**src/shared/flash_host_pkg.sv**
```systemverilog
// shared constants for the boot-sector flash pin controller
package flash_host_pkg;
  // ************************************************************
  // clock and pin timing
  // ************************************************************
  localparam int CLK_MHZ = 100;
  localparam int CNT_W = 16;
  localparam int T_CE_NS = 70;
  localparam int T_WP_NS = 35;
  localparam int T_RP_NS = 500;
  localparam int T_RH_NS = 50;
  localparam int T_READY_NS = 20000;
  // least times round up to whole cycles
  localparam logic [CNT_W-1:0] CE_CYC = CNT_W'((T_CE_NS * CLK_MHZ + 999) / 1000);
  localparam logic [CNT_W-1:0] WP_CYC = CNT_W'((T_WP_NS * CLK_MHZ + 999) / 1000);
  localparam logic [CNT_W-1:0] RP_CYC = CNT_W'((T_RP_NS * CLK_MHZ + 999) / 1000);
  localparam logic [CNT_W-1:0] RH_CYC = CNT_W'((T_RH_NS * CLK_MHZ + 999) / 1000);
  localparam logic [CNT_W-1:0] READY_CYC = CNT_W'((T_READY_NS * CLK_MHZ + 999) / 1000);
  // busy input needs this many cycles to get through the synchroniser
  localparam logic [CNT_W-1:0] SYNC_LAT = 16'h0004;

  // ************************************************************
  // commands, sectors, data lanes
  // ************************************************************
  localparam logic [1:0] OP_READ = 2'h0;
  localparam logic [1:0] OP_WRITE = 2'h1;
  localparam logic [1:0] OP_RESET = 2'h2;
  localparam int SEC_W = 6;
  localparam logic [4:0] SEC_TOP_BLK = 5'h1f;
  localparam logic [SEC_W-1:0] SEC_HALF = 6'h1f;
  localparam logic [SEC_W-1:0] SEC_PARAM0 = 6'h20;
  localparam logic [SEC_W-1:0] SEC_PARAM1 = 6'h21;
  localparam logic [SEC_W-1:0] SEC_BOOT = 6'h22;
  localparam logic [15:0] OE_ALL_OFF = 16'hffff;
  localparam logic [15:0] OE_WORD = 16'h0000;
  localparam logic [15:0] OE_BYTE = 16'h7f00;
  localparam logic [15:0] OE_LSB_ONLY = 16'h7fff;

  typedef enum logic [6:0] {
    ST_IDLE = 7'h01,
    ST_READ = 7'h02,
    ST_WRITE = 7'h04,
    ST_WREC = 7'h08,
    ST_RLOW = 7'h10,
    ST_RWAIT = 7'h20,
    ST_RREC = 7'h40
  } host_state_t;
endpackage

```
**src/hdl/flash_host_ctrl.sv**
```systemverilog
// host-side pin controller for a parallel top-boot flash
`timescale 1ns/1ps
`default_nettype none
// Functional notes
// - host waits full chip-select access time before sampling read data.
// - host raises reissue_flag when reset is taken while the synchronised busy line shows busy; it does not redo the program itself.
// - host waits reset_high_recovery after reset release before reading.
// - byte mode addresses bits 19 down to A-1, word mode 19 down to 0.
module flash_host_ctrl #(
  parameter int ADDR_W = 20
) (
  // clock, reset, enable
  input wire logic clock,
  input wire logic sys_rst,
  input wire logic clk_en,
  // user command port
  input wire logic cmd_valid,
  input wire logic [1:0] cmd_op,
  input wire logic [ADDR_W-1:0] cmd_addr,
  input wire logic cmd_lsb,
  input wire logic [15:0] cmd_wdata,
  input wire logic cmd_byte_mode,
  output logic cmd_ready,
  // user answer port
  output logic rsp_done,
  output logic [15:0] rsp_rdata,
  output logic [flash_host_pkg::SEC_W-1:0] rsp_sector,
  output logic rsp_timeout,
  output logic reissue_flag,
  // flash pins
  output logic flash_ce_n,
  output logic flash_oe_n,
  output logic flash_we_n,
  output logic flash_reset_n,
  output logic flash_byte_n,
  output logic [ADDR_W-1:0] flash_addr,
  input wire logic [15:0] dq_in,
  output logic [15:0] dq_out,
  output logic [15:0] dq_oe_n,
  input wire logic ready_busy_n
);
  // ************************************************************
  // checks and decode
  // ************************************************************
  if (ADDR_W != 20) begin : g_addr_chk
    $error("flash_host_ctrl: sector decode needs ADDR_W of 20");
  end

  function automatic logic [flash_host_pkg::SEC_W-1:0] sector_of(input logic [ADDR_W-1:0] a);
    logic [flash_host_pkg::SEC_W-1:0] s;
    s = flash_host_pkg::SEC_BOOT;
    if (a[19:15] != flash_host_pkg::SEC_TOP_BLK) begin
      s = {1'b0, a[19:15]};
    end else if (!a[14]) begin
      s = flash_host_pkg::SEC_HALF;
    end else if (a[13:12] == 2'h0) begin
      s = flash_host_pkg::SEC_PARAM0;
    end else if (a[13:12] == 2'h1) begin
      s = flash_host_pkg::SEC_PARAM1;
    end
    return s;
  endfunction

  typedef struct packed {
    flash_host_pkg::host_state_t st;
    logic [flash_host_pkg::CNT_W-1:0] cnt;
    logic ce_n;
    logic oe_n;
    logic we_n;
    logic rst_n;
    logic byte_n;
    logic byte_m;
    logic [ADDR_W-1:0] addr;
    logic [15:0] dq_o;
    logic [15:0] dq_oe_n;
    logic [15:0] rdata;
    logic [flash_host_pkg::SEC_W-1:0] sector;
    logic done;
    logic tmo;
    logic reissue;
    logic rdy;
    logic rb1;
    logic rb2;
    logic rb3;
    logic rb_f;
  } ctrl_state_t;

  // power-up leaves every pin idle so the device sits in array read
  localparam ctrl_state_t RESET_S = '{st: flash_host_pkg::ST_IDLE, cnt: '0, ce_n: 1'b1, oe_n: 1'b1,
    we_n: 1'b1, rst_n: 1'b1, byte_n: 1'b1, byte_m: 1'b0, addr: '0, dq_o: '0,
    dq_oe_n: flash_host_pkg::OE_ALL_OFF, rdata: '0, sector: '0, done: 1'b0, tmo: 1'b0,
    reissue: 1'b0, rdy: 1'b0, rb1: 1'b1, rb2: 1'b1, rb3: 1'b1, rb_f: 1'b1};

  ctrl_state_t q;
  ctrl_state_t n;

  // ************************************************************
  // next state
  // ************************************************************
  always_comb begin
    n = q;
    n.done = 1'b0;
    n.cnt = q.cnt + 16'h0001;
    // busy level arrives through three flops; change taken once two agree
    n.rb1 = ready_busy_n;
    n.rb2 = q.rb1;
    n.rb3 = q.rb2;
    if (q.rb2 == q.rb3) begin
      n.rb_f = q.rb3;
    end
    case (q.st)
      flash_host_pkg::ST_IDLE: begin
        n.rdy = 1'b1;
        n.cnt = '0;
        if (cmd_valid && q.rdy && cmd_op != 2'h3) begin
          n.rdy = 1'b0;
          n.addr = cmd_addr;
          n.byte_m = cmd_byte_mode;
          // width pin follows the command's mode
          n.byte_n = ~cmd_byte_mode;
          n.sector = sector_of(cmd_addr);
          n.tmo = 1'b0;
          // byte mode drives A-1 on line 15
          n.dq_o = {cmd_lsb, 15'h0000};
          n.dq_oe_n = cmd_byte_mode ? flash_host_pkg::OE_LSB_ONLY : flash_host_pkg::OE_ALL_OFF;
          if (cmd_op == flash_host_pkg::OP_READ) begin
            n.ce_n = 1'b0;
            n.oe_n = 1'b0;
            n.st = flash_host_pkg::ST_READ;
          end else if (cmd_op == flash_host_pkg::OP_WRITE) begin
            n.ce_n = 1'b0;
            n.we_n = 1'b0;
            n.dq_o = cmd_byte_mode ? {cmd_lsb, 7'h00, cmd_wdata[7:0]} : cmd_wdata;
            n.dq_oe_n = cmd_byte_mode ? flash_host_pkg::OE_BYTE : flash_host_pkg::OE_WORD;
            n.reissue = 1'b0;
            n.st = flash_host_pkg::ST_WRITE;
          end else begin
            // reset over a busy device means the operation must be redone
            if (!q.rb_f) begin
              n.reissue = 1'b1;
            end
            n.rst_n = 1'b0;
            n.dq_oe_n = flash_host_pkg::OE_ALL_OFF;
            n.st = flash_host_pkg::ST_RLOW;
          end
        end
      end
      flash_host_pkg::ST_READ: begin
        // sample only after the whole chip-select access time
        if (q.cnt == flash_host_pkg::CE_CYC - 16'h0001) begin
          n.rdata = q.byte_m ? {8'h00, dq_in[7:0]} : dq_in;
          n.ce_n = 1'b1;
          n.oe_n = 1'b1;
          n.dq_oe_n = flash_host_pkg::OE_ALL_OFF;
          n.done = 1'b1;
          n.rdy = 1'b1;
          n.st = flash_host_pkg::ST_IDLE;
        end
      end
      flash_host_pkg::ST_WRITE: begin
        if (q.cnt == flash_host_pkg::WP_CYC - 16'h0001) begin
          n.we_n = 1'b1;
          n.cnt = '0;
          n.st = flash_host_pkg::ST_WREC;
        end
      end
      flash_host_pkg::ST_WREC: begin
        // data held one cycle past the strobe edge; device carries on alone
        n.ce_n = 1'b1;
        n.dq_oe_n = flash_host_pkg::OE_ALL_OFF;
        n.done = 1'b1;
        n.rdy = 1'b1;
        n.st = flash_host_pkg::ST_IDLE;
      end
      flash_host_pkg::ST_RLOW: begin
        if (q.cnt == flash_host_pkg::RP_CYC - 16'h0001) begin
          n.rst_n = 1'b1;
          n.cnt = '0;
          n.st = flash_host_pkg::ST_RWAIT;
        end
      end
      flash_host_pkg::ST_RWAIT: begin
        // wait out busy, bounded by the ready time; covers the idle case
        if (q.cnt >= flash_host_pkg::SYNC_LAT && q.rb_f) begin
          n.cnt = '0;
          n.st = flash_host_pkg::ST_RREC;
        end else if (q.cnt == flash_host_pkg::READY_CYC - 16'h0001) begin
          n.tmo = 1'b1;
          n.cnt = '0;
          n.st = flash_host_pkg::ST_RREC;
        end
      end
      flash_host_pkg::ST_RREC: begin
        // recovery gap before the next read; device is back in array read
        if (q.cnt == flash_host_pkg::RH_CYC - 16'h0001) begin
          n.done = 1'b1;
          n.rdy = 1'b1;
          n.st = flash_host_pkg::ST_IDLE;
        end
      end
      default: begin
        n = RESET_S;
      end
    endcase
  end

  always_ff @(posedge clock) begin
    if (sys_rst) begin
      q <= RESET_S;
    end else if (clk_en) begin
      q <= n;
    end
  end

  // ************************************************************
  // outputs
  // ************************************************************
  assign cmd_ready = q.rdy;
  assign rsp_done = q.done;
  assign rsp_rdata = q.rdata;
  assign rsp_sector = q.sector;
  assign rsp_timeout = q.tmo;
  assign reissue_flag = q.reissue;
  assign flash_ce_n = q.ce_n;
  assign flash_oe_n = q.oe_n;
  assign flash_we_n = q.we_n;
  assign flash_reset_n = q.rst_n;
  assign flash_byte_n = q.byte_n;
  assign flash_addr = q.addr;
  assign dq_out = q.dq_o;
  assign dq_oe_n = q.dq_oe_n;

  // ************************************************************
  // checks
  // ************************************************************
  logic [flash_host_pkg::CNT_W-1:0] oe_low_cnt;
  logic [flash_host_pkg::CNT_W-1:0] rst_low_cnt;
  logic [flash_host_pkg::CNT_W-1:0] since_rel;
  always_ff @(posedge clock) begin
    if (sys_rst) begin
      oe_low_cnt <= '0;
      rst_low_cnt <= '0;
      since_rel <= 16'hffff;
    end else if (clk_en) begin
      oe_low_cnt <= flash_oe_n ? '0 : oe_low_cnt + 16'h0001;
      rst_low_cnt <= flash_reset_n ? '0 : rst_low_cnt + 16'h0001;
      since_rel <= !flash_reset_n ? '0 : (since_rel == 16'hffff ? since_rel : since_rel + 16'h0001);
    end
  end
endmodule // flash_host_ctrl
`default_nettype wire

```
**config.mk**
```make
export PLATFORM = sky130hd
export DESIGN_NAME = flash_host_ctrl
export DESIGN_NICKNAME = d
export VERILOG_FILES = /design/src/shared/flash_host_pkg.sv /design/src/hdl/flash_host_ctrl.sv
export SDC_FILE = /design/constraint.sdc
export NUM_CORES = 1
export LEC_CHECK = 0
export BUFFER_PORTS_ARGS = -buffer_cell sky130_fd_sc_hd__buf_2
export CORE_UTILIZATION = 45
export DETAILED_ROUTE_END_ITERATION = 8
export GPL_ROUTABILITY_DRIVEN = 1
export GPL_TIMING_DRIVEN = 0
export PLACE_DENSITY = 0.76
export SYNTH_ARGS = -nofsm -noshare
export SYNTH_HDL_FRONTEND = slang
export SYNTH_SLANG_ARGS = --single-unit
export TNS_END_PERCENT = 10
```
**constraint.sdc**
```tcl
create_clock -name clock -period 3.3 [get_ports clock]
set_input_delay 0.165 -clock clock [delete_from_list [all_inputs] [get_ports clock]]
set_output_delay 0.165 -clock clock [all_outputs]
set_load 0.01 [all_outputs]
```
==> metrics.csv <==
stage;metric;value;unit
global_routing;overflow;0;
worst_setup_path;cpMostUsedCell;nor4_1;
floorplan;io_pins;144;
floorplan;die_y;105.2;µm
worst_setup_path;endpoint_kind;flip-flop;
worst_hold_path;holdPathStages;2;
clock_network;path_clk_slew;0.10;ns
logic_synthesis;netlist.area_leader.share;40.92;%
place;io_buffers;143;
floorplan;start_util;46.44;%
clock_network;cts_sinks;98;
sta;setup_viol;0;
floorplan;num_rows;37;
worst_setup_path;worstPathRequired;3.60;ns
logic_synthesis;async_flop_share;0;%
logic_synthesis;ys_seq_elements;98;
sta;fin_crit;3.069;ns
logic_synthesis;yosysUniqueCellTypes;60;
finish;drive_above_1_share;34.12;%
detailed_routing;vias;4487;
detailed_routing;ant_nets;0;
clock_network;cts.htree.levels;3;
logic_synthesis;synth_edf_count;0;
worst_setup_path;reg2reg_to;q[108];
logic_synthesis;seq_area_frac_synth;40.92;%
detailed_routing;drt_iter0_drc;302;
power_and_ir_drop;p_leak;2.803;nW
worst_hold_path;hp-start;cmd_wdata[6];
sta;clock_skew;0.01261;ns
detailed_routing;wl_per_cell;14.27;µm
detailed_routing;vias_per_cell;5.217;
sta;slew_violations;0;
worst_setup_path;cp_slowest_stage_delay;0.61;ns
worst_setup_path;worstPathCellList;ha_1 -> or4b_2 -> nor4_1 -> o21ai_0 -> nor4_1 -> and3_1 -> buf_2 -> mux2i_1;
worst_setup_path;crit_slowest_cell;or4b_2;
clock_network;cts_made_buffers;9;
logic_synthesis;synth_warnings;0;
place;gp_routability_congestion;0.8869;
clock_network;cts_setup_buffers;0;
detailed_routing;routed_wl;12280;µm
floorplan;die-area;11070;µm²
logic_synthesis;yosys.area.top_type;dfxtp_1;
logic_synthesis;synth.area.top_cells;dfxtp_1, buf_4, a22o_1;
sta;fin_hold_ws;0.0001689;ns
sta;post-route-period-util;93.01;%
sta;slew_headroom;22.98;%
worst_setup_path;r2r_start;q[89];
worst_setup_path;r2r_slack;0.23;ns
finish;area_growth;27.24;%
place;dp_hpwl;8953;µm
floorplan;core-area;10320;µm²
global_routing;grt_max_degree;19;
sta;rsz0062_at_grt;no;
sta;fin_ws;0.2306;ns
worst_setup_path;r2r_cells;8;
global_routing;track_usage;22.63;%
floorplan;fp.dieW;105.2;µm
global_routing;grt_pass1_vias;4297;
power_and_ir_drop;p_per_area;596.7;nW/µm²
global_routing;grt_pass1_wl;20320;µm
sta;timing.fmax;0.3258;GHz
sta;tightest_slew;1.145;ns
clock_network;clkLatencyLatePin;0.37;ns
logic_synthesis;syn_area;4795;µm²
worst_setup_path;cp-startpoint;q[89];
clock_network;clk_root_buffer_cell;clkbuf_8;
logic_synthesis;yosys_most_used_dff;dfxtp_1;
worst_setup_path;crit_type;reg -> reg;
power_and_ir_drop;ir_drop;395.0;µV
worst_setup_path;crit_buf_inv;1;
worst_setup_path;arrival;3.37;ns
logic_synthesis;synthMostInstantiatedCell;dfxtp_1;
worst_setup_path;crit_path_start_kind;flip-flop;
sta;finalHoldViolations;0;
run;maxCapViolCount;0;
place;place_ws;0.3153;ns
logic_synthesis;ys_top_cells_by_count;dfxtp_1, buf_4, nand2_1;
worst_hold_path;hold_path_end;dq_out[6];
logic_synthesis;synth_nets;608;
finish;n_antenna_cell;0;
run_status;status;complete, no violations;
sta;fin_tns_setup;0;ns
finish;nets;784;
worst_setup_path;critical_path_peak_fanout;7;
detailed_routing;drtPass1Iterations;5;
logic_synthesis;synthCells;543;
clock_network;cts.path.max_buffers;2;
logic_synthesis;postSynthAreaPerCell;8.830;µm²
detailed_routing;drc_errors;0;
global_routing;antenna_found_initial;0;
worst_hold_path;hold_path_class;in -> reg;
clock_network;cts_tree;done;
worst_setup_path;critical_path.top_delay_family;simple AND/OR/NAND/NOR gates;
==> area by class of cell <==
cell class                      count  area (µm²)
Clock inverter                      6       56.30
Fill cell                         930        4223
Timing Repair Buffer              165       935.9
Sequential cell                    98        1962
Multi-Input combinational cell    336        2127
Tap cell                          136       170.2
Clock buffer                       10       137.6
Buffer                            101       681.9
Inverter                            8       30.03
==> cells in the final DEF (no fill, tap or decap), types with 5 or more instances in the layout <==
cell type / count
nor2b_1: 5
xor2_1: 9
o21a_1: 6
a21oi_1: 17
buf_2: 144
clkbuf_1: 24
inv_1: 8
nand3_1: 14
a22o_1: 34
dlygate4sd3_1: 22
o21ai_0: 17
nand4_1: 10
dfxtp_1: 98
clkbuf_8: 10
buf_4: 74
mux2i_1: 21
or4_1: 6
nand2_1: 74
nor2_1: 34
o2bb2ai_1: 5
nor4_1: 8
nor3_1: 8
or3_1: 5
==> power breakdown <==
group	switching, W	internal (W)
Sequential	0.000110	0.00134
Combinational	0.000775	0.000643
Clock	0.000461	0.000312
==> kinds of logic after synthesis <==
kind of cell | count (synthesis) | synth area share (%)
AOI/OAI and AO/OA | 105 | 15.97
xor gates and xnor gates | 12 | 2.192
and+or+nand+nor | 194 | 20.64
adders and majority gates | 4 | 1.044
muxes | 21 | 4.384
DFF | 98 | 40.92
buffers and inverters | 109 | 14.85
==> state kept, by name (all words and copies together), names as in the netlist, 3 cells and up <==
register / flops
rsp_rdata: 16
q: 28
dq_oe_n: 3
dq_out: 16
rsp_sector: 6
flash_addr: 20
==> routing by layer <==
layer / GRT usage (%) / routed length, µm
met1: 29.64 / 5476
met2: 36.47 / 5710
met3: 4.020 / 751
met4: 9.960 / 336
met5: 0 / 0
==> per-stage QoR <==
stage | total power [W] | cells | utilization, % | area [µm²]
floorplan | 0.002436 | 543 | - | 4795
global placement | 0.002813 | 822 | 55.02 | 5680
detailed placement | 0.002840 | 822 | 55.02 | 5680
CTS | 0.003630 | 858 | 58.84 | 6075
global route | 0.003866 | 860 | 59.10 | 6101
finish | 0.003640 | 860 | 59.10 | 6101
==> worst max path at each step <==
stage                     slack [ns]  cells after the start       endpoint
final                           0.23                      8         q[108]
after global routing            0.01                      8   flash_byte_n
after CTS                       0.31                      7   flash_byte_n
after detailed placement        0.32                      7   flash_byte_n
after global placement          0.35                      7   flash_byte_n
after floorplan                 0.73                      8  flash_reset_n
==> repair_timing <==
item / CTS / global route
hold endpoints to repair: 20 / 2
setup endpoints to repair: 0 / 4
hold buffers: 20 / 2
resized for setup: 0 / 1
Power figures use the tool's default switching activity.
